===== src/pkg/fspc_pkg.sv =====
/*
  Package for the flash self-programming controller: register offsets, field
  positions, reset values, command codes, states and operation timings.
  Assumes a 10 MHz CPU clock (core_clk_i) and a byte-wide internal register bus.
*/
package fspc_pkg;

  // Clock rate
  localparam int unsigned CLK_HZ = 10_000_000;

  // Register offsets on the internal bus
  localparam logic [7:0] UNLOCK_CMD_OFS   = 8'hA0;
  localparam logic [7:0] ERR_STATUS_OFS   = 8'hA1;
  localparam logic [7:0] MODE_CTRL_OFS    = 8'hA2;
  localparam logic [7:0] PROG_CMD_OFS     = 8'hA3;
  localparam logic [7:0] ADDR_PTR_HI_OFS  = 8'hA4;
  localparam logic [7:0] ADDR_PTR_LO_OFS  = 8'hA5;
  localparam logic [7:0] ADDR_CMP_HI_OFS  = 8'hA6;
  localparam logic [7:0] ADDR_CMP_LO_OFS  = 8'hA7;
  localparam logic [7:0] WRITE_BUF_OFS    = 8'hA8;

  // Unlock key and protect byte location
  localparam logic [7:0]  UNLOCK_KEY       = 8'hA5;
  localparam logic [15:0] PROTECT_BYTE_ADR = 16'h0081;

  // Field positions
  localparam int unsigned MODE_SEL_BIT     = 0;
  localparam int unsigned PROT_LSB         = 2;
  localparam int unsigned PROT_MSB         = 6;
  localparam int unsigned ERR_UNLOCK_BIT   = 0;
  localparam int unsigned ERR_VERIFY_BIT   = 1;
  localparam int unsigned ERR_PROTECT_BIT  = 2;

  // Reset values
  localparam logic [7:0] BYTE_RST     = 8'h00;
  localparam logic [7:0] BLANK_BYTE   = 8'hFF;
  localparam logic [4:0] PROT_RST     = 5'h1F;

  // Command codes
  typedef enum logic [2:0] {
    FSPC_CMD_NONE    = 3'h0,
    FSPC_CMD_VERIFY1 = 3'h1,
    FSPC_CMD_VERIFY2 = 3'h2,
    FSPC_CMD_ERASE   = 3'h3,
    FSPC_CMD_BLANK   = 3'h4,
    FSPC_CMD_WRITE   = 3'h5
  } fspc_cmd_t;

  // Sequencer states, Gray along idle -> busy -> done
  typedef enum logic [1:0] {
    FSPC_IDLE = 2'b00,
    FSPC_BUSY = 2'b01,
    FSPC_DONE = 2'b11
  } fspc_state_t;

  // Unlock sequence steps
  typedef enum logic [1:0] {
    FSPC_UL_IDLE  = 2'b00,
    FSPC_UL_KEYED = 2'b01,
    FSPC_UL_VAL   = 2'b11,
    FSPC_UL_INV   = 2'b10
  } fspc_ul_t;

  // Operation times in ns, cycle counts derived from them
  localparam longint unsigned T_VERIFY1_NS   = 64'd6_800_000;
  localparam longint unsigned T_VERIFY2_NS   = 64'd27_000;
  localparam longint unsigned T_ERASE_NS     = 64'd8_500_000;
  localparam longint unsigned T_BLANK_NS     = 64'd480_000;
  localparam longint unsigned T_WRITE_NS     = 64'd150_000;
  localparam longint unsigned T_ENTRY_NS     = 64'd10_000;
  localparam longint unsigned ENTRY_EXTRA    = 64'd2;
  localparam longint unsigned NS_PER_S       = 64'd1_000_000_000;

  localparam int unsigned CYC_VERIFY1 = int'(T_VERIFY1_NS * CLK_HZ / NS_PER_S);
  localparam int unsigned CYC_VERIFY2 = int'(T_VERIFY2_NS * CLK_HZ / NS_PER_S);
  localparam int unsigned CYC_ERASE   = int'(T_ERASE_NS * CLK_HZ / NS_PER_S);
  localparam int unsigned CYC_BLANK   = int'(T_BLANK_NS * CLK_HZ / NS_PER_S);
  localparam int unsigned CYC_WRITE   = int'(T_WRITE_NS * CLK_HZ / NS_PER_S);
  localparam int unsigned CYC_ENTRY   = int'(T_ENTRY_NS * CLK_HZ / NS_PER_S + ENTRY_EXTRA);

  localparam int unsigned CNT_W = 17;

endpackage


===== src/pkg/fspc_flash_if.sv =====
/*
  Interface between the controller and its flash array port.
  Assumes both ends run on core_clk_i.
*/
`timescale 1ns/1ps
interface fspc_flash_if;
  logic        rd_en;
  logic        wr_en;
  logic        erase_en;
  logic [15:0] addr;
  logic [7:0]  wdata;
  logic [7:0]  rdata;

  modport ctrl (
    output rd_en,
    output wr_en,
    output erase_en,
    output addr,
    output wdata,
    input  rdata
  );

  modport mem (
    input  rd_en,
    input  wr_en,
    input  erase_en,
    input  addr,
    input  wdata,
    output rdata
  );
endinterface


===== src/hw/fspc_timer.sv =====
/*
  Down-counter that times one flash operation.
  Assumes load and tick arrive from logic on core_clk_i.
*/
`timescale 1ns/1ps
module fspc_timer
  import fspc_pkg::*;
(
  // Clock and reset
  input  wire logic             core_clk_i,
  input  wire logic             rst_n_i,
  input  wire logic             clk_en_i,
  // Control
  input  wire logic             load_i,
  input  wire logic [CNT_W-1:0] count_i,
  // Status
  output logic                  expired_o
);

  logic [CNT_W-1:0] cnt_q;

  always_ff @(posedge core_clk_i or negedge rst_n_i) begin
    if (!rst_n_i) begin
      cnt_q <= '0;
    end else if (clk_en_i) begin
      if (load_i) begin
        cnt_q <= count_i;
      end else if (cnt_q != '0) begin
        cnt_q <= cnt_q - 1'b1;
      end
    end
  end

  assign expired_o = (cnt_q == {{(CNT_W-1){1'b0}}, 1'b1});

endmodule // fspc_timer


===== src/hw/fspc_ctrl.sv =====
/*
  Flash self-programming controller: protected mode register, command, address
  and write-buffer registers, error status, and a sequencer that runs one flash
  operation while the CPU is held in HALT.
  Assumes a byte-wide register bus from the CPU on core_clk_i, a halt request
  pulse from the CPU core, and a flash array reached through fspc_flash_if.
*/
// What this block does
// - In self mode, HALT starts the set command; HALT released when it ends
// - Maskable interrupt servicing blocked while self mode is active
// - Whole-block verify reads a block but never flags an error, done within 6.8 ms of HALT
// - Multi-address verify checks bytes in a block, 27 us per byte
// - Software sets block number first; block erase takes 8.5 ms
// - Blank check tells whether the block is erased, taking 480 us
// - Byte write programs the buffer byte at the address in 150 us
// - CPU runs no instruction while a command executes; software restarts watchdog
// - Interrupts raised in self mode stay pending until the mode is left
// - A running command makes no data RAM access
// - After block erase every byte of the block reads FFH
// - Mode-entry HALT released within 10 us plus 2 CPU clocks
// - External security is ignored; only the protect byte blocks writes
// - Protect byte sits at flash address 0081H
// - Mode register accepts only the write that completes the unlock sequence
// - Mode bit 0 means HALT is standby; 1 means HALT runs command
// - Mode bit clears at reset; bits 2 to 6 load protect byte, read-only
// - Broken unlock leaves mode unchanged and sets error; write 0 clears
// - Verify fails set bit 1; protect or bad write set bit 2; write 0 clears
`timescale 1ns/1ps
module fspc_ctrl
  import fspc_pkg::*;
(
  // Clock and reset
  input  wire logic        core_clk_i,
  input  wire logic        rst_n_i,
  input  wire logic        clk_en_i,
  // Register bus
  input  wire logic        reg_wr_i,
  input  wire logic        reg_rd_i,
  input  wire logic [7:0]  reg_addr_i,
  input  wire logic [7:0]  reg_wdata_i,
  output logic [7:0]       reg_rdata_o,
  // CPU control
  input  wire logic        halt_req_i,
  output logic             halt_o,
  output logic             irq_block_o,
  output logic             ram_block_o,
  // Flash array
  output logic             fl_rd_en_o,
  output logic             fl_wr_en_o,
  output logic             fl_erase_en_o,
  output logic [15:0]      fl_addr_o,
  output logic [7:0]       fl_wdata_o,
  input  wire logic [7:0]  fl_rdata_i
);

  fspc_flash_if fl ();

  // Registers
  logic              mode_q;
  logic [4:0]        prot_q;
  logic              prot_load_q;
  logic [2:0]        err_q;
  logic [2:0]        cmd_q;
  logic [7:0]        ptr_hi_q;
  logic [7:0]        ptr_lo_q;
  logic [7:0]        cmp_hi_q;
  logic [7:0]        cmp_lo_q;
  logic [7:0]        wbuf_q;
  fspc_ul_t          ul_q;
  logic              ul_val_q;
  fspc_state_t       st_q;
  fspc_state_t       st_d;
  logic              entry_q;
  logic [7:0]        rdata_q;
  logic [7:0]        scan_q;
  logic              fail_q;

  // Bus decode
  wire wr_ucmd  = reg_wr_i && (reg_addr_i == UNLOCK_CMD_OFS);
  wire wr_err   = reg_wr_i && (reg_addr_i == ERR_STATUS_OFS);
  wire wr_mode  = reg_wr_i && (reg_addr_i == MODE_CTRL_OFS);
  wire wr_cmd   = reg_wr_i && (reg_addr_i == PROG_CMD_OFS);
  wire wr_phi   = reg_wr_i && (reg_addr_i == ADDR_PTR_HI_OFS);
  wire wr_plo   = reg_wr_i && (reg_addr_i == ADDR_PTR_LO_OFS);
  wire wr_chi   = reg_wr_i && (reg_addr_i == ADDR_CMP_HI_OFS);
  wire wr_clo   = reg_wr_i && (reg_addr_i == ADDR_CMP_LO_OFS);
  wire wr_wbuf  = reg_wr_i && (reg_addr_i == WRITE_BUF_OFS);
  wire mode_bit = reg_wdata_i[MODE_SEL_BIT];

  wire ul_keyed_ok = (ul_q == FSPC_UL_KEYED) && wr_mode;
  wire ul_inv_ok   = (ul_q == FSPC_UL_VAL) && wr_mode && (mode_bit == !ul_val_q);
  wire ul_commit   = (ul_q == FSPC_UL_INV) && wr_mode && (mode_bit == ul_val_q);
  wire ul_break    = reg_wr_i && !wr_ucmd && !ul_keyed_ok && !ul_inv_ok && !ul_commit
                     && ((ul_q != FSPC_UL_IDLE) || wr_mode);
  wire ul_key_bad  = wr_ucmd && (reg_wdata_i != UNLOCK_KEY);

  // Sequencer decode
  fspc_cmd_t cmd_e;
  assign cmd_e = fspc_cmd_t'(cmd_q);
  wire [15:0] ptr      = {ptr_hi_q, ptr_lo_q};
  wire [15:0] cmp      = {cmp_hi_q, cmp_lo_q};
  // only protect byte gates; bit n protects block group n of pointer-high
  wire        prot_hit = prot_q[ptr_hi_q[4:2]] == 1'b0 && ptr_hi_q[4:2] < 3'd5;
  wire        modifies = (cmd_e == FSPC_CMD_ERASE) || (cmd_e == FSPC_CMD_WRITE);
  wire        cmd_ok   = (cmd_e != FSPC_CMD_NONE) && (cmd_q <= 3'd5);
  // HALT starts command only in self mode
  wire        start    = halt_req_i && mode_q && (st_q == FSPC_IDLE) && !entry_q && cmd_ok;

  logic [CNT_W-1:0] load_cnt;
  always_comb begin
    case (cmd_e)
      FSPC_CMD_VERIFY1: load_cnt = CNT_W'(CYC_VERIFY1);
      FSPC_CMD_VERIFY2: load_cnt = CNT_W'(CYC_VERIFY2);
      FSPC_CMD_ERASE:   load_cnt = CNT_W'(CYC_ERASE);
      FSPC_CMD_BLANK:   load_cnt = CNT_W'(CYC_BLANK);
      FSPC_CMD_WRITE:   load_cnt = CNT_W'(CYC_WRITE);
      default:          load_cnt = CNT_W'(1);
    endcase
  end

  logic tmr_expired;
  // Only a running multi-address verify may step on; the entry timer shares the expiry strobe
  wire  v2_next   = (st_q == FSPC_BUSY) && (cmd_e == FSPC_CMD_VERIFY2) && tmr_expired && (ptr != cmp);
  wire  entry_go  = ul_commit && mode_bit && !mode_q;
  wire  tmr_load  = start || v2_next || entry_go;

  fspc_timer u_timer (
    .core_clk_i (core_clk_i),
    .rst_n_i    (rst_n_i),
    .clk_en_i   (clk_en_i),
    .load_i     (tmr_load),
    .count_i    (entry_go ? CNT_W'(CYC_ENTRY) : load_cnt),
    .expired_o  (tmr_expired)
  );

  wire op_end = (st_q == FSPC_BUSY) && tmr_expired
                && ((cmd_e != FSPC_CMD_VERIFY2) || (ptr == cmp));

  always_comb begin
    case (st_q)
      FSPC_IDLE: st_d = start ? FSPC_BUSY : FSPC_IDLE;
      FSPC_BUSY: st_d = op_end ? FSPC_DONE : FSPC_BUSY;
      FSPC_DONE: st_d = FSPC_IDLE;
      default:   st_d = FSPC_IDLE;
    endcase
  end

  // Flash port: block reads scan the pointer's block; multi-address verify and write use the pointer
  wire busy      = (st_q == FSPC_BUSY);
  wire is_verify = (cmd_e == FSPC_CMD_VERIFY1) || (cmd_e == FSPC_CMD_VERIFY2)
                   || (cmd_e == FSPC_CMD_BLANK);
  wire [15:0] blk_addr = {ptr_hi_q, scan_q};
  // writes read the old byte, else the unerased-bit check sees no real data
  assign fl.rd_en    = busy && (is_verify || (cmd_e == FSPC_CMD_WRITE));
  // byte write at end of timing
  assign fl.wr_en    = op_end && (cmd_e == FSPC_CMD_WRITE) && !prot_hit;
  // erase fills block with blank bytes
  assign fl.erase_en = op_end && (cmd_e == FSPC_CMD_ERASE) && !prot_hit;
  assign fl.addr     = (cmd_e == FSPC_CMD_VERIFY2 || cmd_e == FSPC_CMD_WRITE) ? ptr : blk_addr;
  assign fl.wdata    = wbuf_q;
  assign fl.rdata    = fl_rdata_i;
  // blank check compares with erased value
  wire rd_bad = fl.rd_en && ((cmd_e == FSPC_CMD_BLANK) ? (fl.rdata != BLANK_BYTE)
                : (cmd_e == FSPC_CMD_VERIFY2) ? (fl.rdata != wbuf_q) : 1'b0);
  // protect violation or writing 1 over a 0 bit
  wire prot_err = op_end && modifies && prot_hit;
  wire zero_err = op_end && (cmd_e == FSPC_CMD_WRITE) && ((~fl.rdata & wbuf_q) != 8'h00);
  wire vfy_err  = op_end && (fail_q || rd_bad);

  // Mode, protect setting, unlock tracker
  always_ff @(posedge core_clk_i or negedge rst_n_i) begin
    if (!rst_n_i) begin
      mode_q      <= 1'b0;
      prot_q      <= PROT_RST;
      prot_load_q <= 1'b1;
      ul_q        <= FSPC_UL_IDLE;
      ul_val_q    <= 1'b0;
    end else if (clk_en_i) begin
      // protect byte loaded after reset release
      if (prot_load_q) begin
        prot_q      <= fl.rdata[4:0];
        prot_load_q <= 1'b0;
      end
      if (wr_ucmd) begin
        ul_q <= (reg_wdata_i == UNLOCK_KEY) ? FSPC_UL_KEYED : FSPC_UL_IDLE;
      end else if (ul_keyed_ok) begin
        ul_q     <= FSPC_UL_VAL;
        ul_val_q <= mode_bit;
      end else if (ul_inv_ok) begin
        ul_q <= FSPC_UL_INV;
      end else if (reg_wr_i) begin
        ul_q <= FSPC_UL_IDLE;
      end
      // mode bit set only by commit
      if (ul_commit) begin
        mode_q <= mode_bit;
      end
    end
  end

  // Program registers and error flags
  always_ff @(posedge core_clk_i or negedge rst_n_i) begin
    if (!rst_n_i) begin
      err_q    <= 3'b000;
      cmd_q    <= 3'b000;
      ptr_hi_q <= BYTE_RST;
      ptr_lo_q <= BYTE_RST;
      cmp_hi_q <= BYTE_RST;
      cmp_lo_q <= BYTE_RST;
      wbuf_q   <= BYTE_RST;
    end else if (clk_en_i) begin
      err_q[ERR_UNLOCK_BIT]  <= (ul_break || ul_key_bad) ||
                                (err_q[ERR_UNLOCK_BIT] && !(wr_err && !reg_wdata_i[ERR_UNLOCK_BIT]));
      err_q[ERR_VERIFY_BIT]  <= vfy_err ||
                                (err_q[ERR_VERIFY_BIT] && !(wr_err && !reg_wdata_i[ERR_VERIFY_BIT]));
      err_q[ERR_PROTECT_BIT] <= prot_err || zero_err ||
                                (err_q[ERR_PROTECT_BIT] && !(wr_err && !reg_wdata_i[ERR_PROTECT_BIT]));
      if (wr_cmd) cmd_q <= reg_wdata_i[2:0];
      if (wr_phi) ptr_hi_q <= reg_wdata_i;
      if (wr_chi) cmp_hi_q <= reg_wdata_i;
      if (wr_clo) cmp_lo_q <= reg_wdata_i;
      if (wr_wbuf) wbuf_q <= reg_wdata_i;
      if (wr_plo) begin
        ptr_lo_q <= reg_wdata_i;
      end else if (v2_next && busy) begin
        {ptr_hi_q, ptr_lo_q} <= ptr + 16'h0001;
      end
    end
  end

  // Sequencer, entry HALT, block scan
  always_ff @(posedge core_clk_i or negedge rst_n_i) begin
    if (!rst_n_i) begin
      st_q    <= FSPC_IDLE;
      entry_q <= 1'b0;
      scan_q  <= BYTE_RST;
      fail_q  <= 1'b0;
    end else if (clk_en_i) begin
      st_q <= st_d;
      if (entry_go) begin
        entry_q <= 1'b1;
      end else if (tmr_expired) begin
        entry_q <= 1'b0;
      end
      if (start) begin
        scan_q <= BYTE_RST;
        fail_q <= 1'b0;
      end else if (busy) begin
        scan_q <= scan_q + 8'h01;
        if (rd_bad) fail_q <= 1'b1;
      end
    end
  end

  // Register read data
  wire [7:0] mode_rd = {1'b0, prot_q, 1'b0, mode_q};
  always_comb begin
    case (reg_addr_i)
      ERR_STATUS_OFS:  rdata_q = {5'b0, err_q};
      MODE_CTRL_OFS:   rdata_q = mode_rd;
      PROG_CMD_OFS:    rdata_q = {5'b0, cmd_q};
      ADDR_PTR_HI_OFS: rdata_q = ptr_hi_q;
      ADDR_PTR_LO_OFS: rdata_q = ptr_lo_q;
      ADDR_CMP_HI_OFS: rdata_q = cmp_hi_q;
      ADDR_CMP_LO_OFS: rdata_q = cmp_lo_q;
      WRITE_BUF_OFS:   rdata_q = wbuf_q;
      default:         rdata_q = 8'h00;
    endcase
  end
  assign reg_rdata_o = reg_rd_i ? rdata_q : 8'h00;

  // stall CPU while command or entry runs
  assign halt_o        = (st_q == FSPC_BUSY) || start || entry_q;
  // interrupts held pending in self mode
  assign irq_block_o   = mode_q;
  // no data RAM access while busy
  assign ram_block_o   = halt_o;
  assign fl_rd_en_o    = fl.rd_en || prot_load_q;
  assign fl_wr_en_o    = fl.wr_en;
  assign fl_erase_en_o = fl.erase_en;
  assign fl_addr_o     = prot_load_q ? PROTECT_BYTE_ADR : fl.addr;
  assign fl_wdata_o    = fl.wdata;

endmodule // fspc_ctrl


===== config.mk =====
export PLATFORM = sky130hd
export DESIGN_NAME = fspc_ctrl
export DESIGN_NICKNAME = d
export VERILOG_FILES = /design/src/pkg/fspc_pkg.sv /design/src/pkg/fspc_flash_if.sv /design/src/hw/fspc_timer.sv /design/src/hw/fspc_ctrl.sv
export SDC_FILE = /design/constraint.sdc
export NUM_CORES = 1
export LEC_CHECK = 0
export ABC_AREA = 1
export BUFFER_PORTS_ARGS = -buffer_cell sky130_fd_sc_hd__buf_2
export CORE_ASPECT_RATIO = 1.2
export CORE_MARGIN = 2
export CORE_UTILIZATION = 35
export CTS_CLUSTER_SIZE = 14
export DETAILED_ROUTE_END_ITERATION = 10
export PLACE_DENSITY_LB_ADDON = 0.3
export SLEW_MARGIN = 5
export SYNTH_ARGS = -nofsm -noshare
export SYNTH_HDL_FRONTEND = slang
export SYNTH_HIERARCHICAL = 1
export SYNTH_SLANG_ARGS = --single-unit

===== constraint.sdc =====
create_clock -name core_clk_i -period 2.9 [get_ports core_clk_i]
set_clock_uncertainty 0.05 [all_clocks]
set_input_delay 0.58 -clock core_clk_i [delete_from_list [all_inputs] [get_ports core_clk_i]]
set_output_delay 0.58 -clock core_clk_i [all_outputs]
set_load 0.05 [all_outputs]

==> impl_metrics.ini <==
[sta]
setup_slack_ns = 0.09799
finalMaxSlewViolations = 0
tightest_slew_ns = 0.6568
tns_ns = 0
finalSetupViolCount = 0
max_slew_margin_pct = 56.22
finalHoldViolCount = 0
period_needed_ns = 2.802
fin_crit_sh_pct = 96.62
timing.fmax_mhz = 356.9

[global_route]
grt_use_met2_pct = 36.11
track_usage_pct = 22.31
grt_pass1_vias = 6098
busiest_layer = met2
antenna_found_initial = 0
grt_pass1_wl_um = 32820
grt_max_degree = 46
use_met1_pct = 29.81
grt-ovfl-total = 0
use_met3_pct = 2.789

[floorplanning]
die_h_um = 149.8
die_x_um = 125.5
coreArea_mm2 = 0.01744
dieArea_mm2 = 0.01880
fp-row-count = 53
num_io_pins = 68
initial_core_util_pct = 35.55

[route]
drtIter0Drc = 530
dr.pass1.iters = 5
via_per_inst = 5.200
drt-total-wl_um = 20650
ant_nets = 0
wl_per_cell_um = 16.28
vias = 6599
drc_errors = 0

[setup_path]
cp_cell_sequence = inv_2 -> ha_2 -> nand3b_1 -> nor4_2 -> inv_2 -> nor2_4 -> nand2_2 -> nor3_4 -> buf_6
reg2reg_setup_slack_ns = 0.32
cp-end-kind = output port
path_class = flip-flop to output port
startpoint_type = flip-flop
crit_top_cell = inv_2
worstPathRequired_ns = 2.27
reg2reg_depth = 15
arrival_ns = 2.17
critPathLaunch = u_timer/cnt_q[1]$_DFFE_PN0P_
crit_buf_inv = 3
reg2reg_from = u_timer/cnt_q[1]$_DFFE_PN0P_
cp_slowest_cell = dfrtp_1
crit_fanout = 3
cp_slowest_stage_delay_ns = 0.39
cp_top_family = simple AND/OR/NAND/NOR gates
cp.depth = 9
crit_end = fl_erase_en_o
r2r_end = u_timer/cnt_q[4]$_DFFE_PN0P_

[synthesis]
ys_ff_latch = 85
ys_types = 45
avgSynthCellArea_um2 = 6.519
synth_cells = 951
synth_area_mm2 = 0.006200
seq_area_frac_synth_pct = 34.43
ys_warn_count = 6

[placed_design]
place_congestion = 0.9316
dpl_worst_slack_ns = 0.03731
place.detailed.hpwl_um = 16030
place_area_mm2 = 0.006945
port_buffers = 67

[run]
drv_cap = 0

[clock_tree]
ctsRootBufferMaster = clkbuf_16
cts_tree = done
cts.reportedPaths.clkPinSlew_ns = 0.06
htree_num_levels = 3
clock_path_buffers = 2
cts_buffers = 9
clock-sinks = 85
clk_latency_ns = 0.36

[outcome]
status = finished, final reports clean

[power]
powerDensity_mw_per_mm2 = 608.9
ir_worst_vdd_v = 0.0004031
total_power_w = 0.004483
leakage_nw = 3.638

[layout]
fin_area_mm2 = 0.007363
final_nets = 1086
layout-drive-gt1-share_pct = 18.97
antenna_cells = 0
syn_to_final_growth_pct = 18.77

[worst_hold_path]
hold_class = primary input to asynchronous set/reset pin
## stage by stage
step	util [%]	cells	hold WS, ns
6_report	42.22	1269	0.1932
5_1_grt	42.22	1269	0.2473
4_1_cts	41.81	1265	0.2302
3_5_place_dp	39.82	1249	0.4449
3_3_place_gp	39.82	1249	0.4387
2_1_floorplan	-	952	0.2344
## layer usage
| metal | vias to the layer above | wire, um | share of wire (%) |
|---|---|---|---|
| met3 | 39 | 1069 | 5.2 |
| met2 | 206 | 9632 | 47 |
| met4 | 0 | 671 | 3.2 |
| met5 | - | 0 | 0 |
| li1 | 3265 | - | - |
| met1 | 3089 | 9280 | 45 |
## worst min-delay path by stage
stage                                           end  slack (ns)                     from  depth (start not counted)
after global placement      cmp_hi_q[1]$_DFFE_PN0P_        0.44  cmp_hi_q[1]$_DFFE_PN0P_                          2
after detailed placement    cmp_hi_q[1]$_DFFE_PN0P_        0.44  cmp_hi_q[1]$_DFFE_PN0P_                          2
after floorplan                cmd_e[0]$_DFFE_PN0P_        0.23                  rst_n_i                          0
after CTS                 fl_wdata_o[1]$_DFFE_PN0P_        0.23                  rst_n_i                          1
final                     fl_wdata_o[1]$_DFFE_PN0P_        0.19                  rst_n_i                          1
after global routing      fl_wdata_o[1]$_DFFE_PN0P_        0.25                  rst_n_i                          1
## power by group
group          total [W]  internal (W)  leakage (nW)  switching (W)
Clock            0.00125      0.000738         0.152       0.000509
Combinational    0.00161      0.000494          2.39        0.00111
Sequential       0.00163       0.00139          1.10       0.000239
## cell usage after synthesis (all sizes together)
library cell / instances / area [um2]
nand2: 331 / 1275
nor2: 118 / 488.0
o21ai: 110 / 588.1
inv: 108 / 407.9
dfrtp: 79 / 1977
nand3: 58 / 332.8
nand4: 26 / 168.9
a21oi: 18 / 90.09
buf: 15 / 111.4
nor3: 14 / 97.59
ha: 12 / 150.1
o22ai: 11 / 68.82
clkbuf: 10 / 40.04
xor2: 7 / 61.31
dfstp: 6 / 157.7
nand3b: 6 / 45.04
a31oi: 5 / 31.28
nor4: 5 / 31.28
or2: 3 / 18.77
o211ai: 2 / 15.01
a21o: 1 / 7.510
and2: 1 / 6.260
and3: 1 / 6.260
clkinv: 1 / 3.750
conb: 1 / 3.750
o31ai: 1 / 7.510
xnor2: 1 / 8.760
## registers in the layout, indices dropped and copies added (netlist names), 5 cells and up
signal / flops
scan_q: 8
fl_wdata_o: 8
u_timer/cnt_q: 17
cmp_hi_q: 8
prot_q: 5
ptr_lo_q: 8
cmp_lo_q: 8
ptr_hi_q: 8
## worst register-to-register path: stages, from the launching register on
cell	delay, ns
dfrtp_1	0.39
inv_2	0.09
ha_2	0.17
nand3b_1	0.09
nor4_2	0.34
inv_2	0.10
buf_4	0.15
nor3_4	0.19
nand2_2	0.09
nand3_1	0.12
nor2_1	0.10
nand3_4	0.10
nand2_4	0.13
inv_4	0.23
nand2_1	0.10
o21ai_2	0.07
## cells in the final DEF (no fill, tap or decap), drive strengths merged, types with 2 or more instances in the layout
cell type  count
nand2        331
nor2         118
o21ai        110
inv          108
buf          104
dfrtp         79
nand3         58
nand4         26
a21oi         18
clkbuf        15
nor3          14
ha            12
o22ai         11
xor2           7
nand3b         6
dfstp          6
a31oi          5
nor4           5
or2            3
o211ai         2
conb           2
clkinv         2
## cell type report
type                            count  area (um2)
Inverter                          109       411.6
Timing Repair Buffer              106       660.6
Tap cell                          220       275.3
Sequential cell                    85        2142
Fill cell                        1885       10080
Multi-Input combinational cell    733        3561
Clock buffer                       13       270.3
Clock inverter                      3       42.54
## cells by family (layout without fill, tap and decap cells)
group / after synthesis / count (layout) / share of synthesized area [%]
AO/OA/AOI/OAI: 148 / 148 / 13.04
AND/OR/NAND/NOR: 563 / 563 / 39.84
adder cells (fa/ha/maj): 12 / 12 / 2.422
buffers and inverters: 134 / 231 / 9.082
XOR/XNOR: 8 / 8 / 1.130
other: 1 / 2 / 0.06049
flip-flops: 85 / 85 / 34.43
## repair_timing
item | CTS | global route
buffers inserted | 0 | 4
gates cloned | 0 | 0
endpoints found under the setup margin | 9 | 4
gates resized for setup | 9 | 20
pin swaps | 0 | 5
hold endpoints to repair | 0 | 0
hold buffers | 0 | 0
No activity file was read; power rests on OpenSTA's default activity.
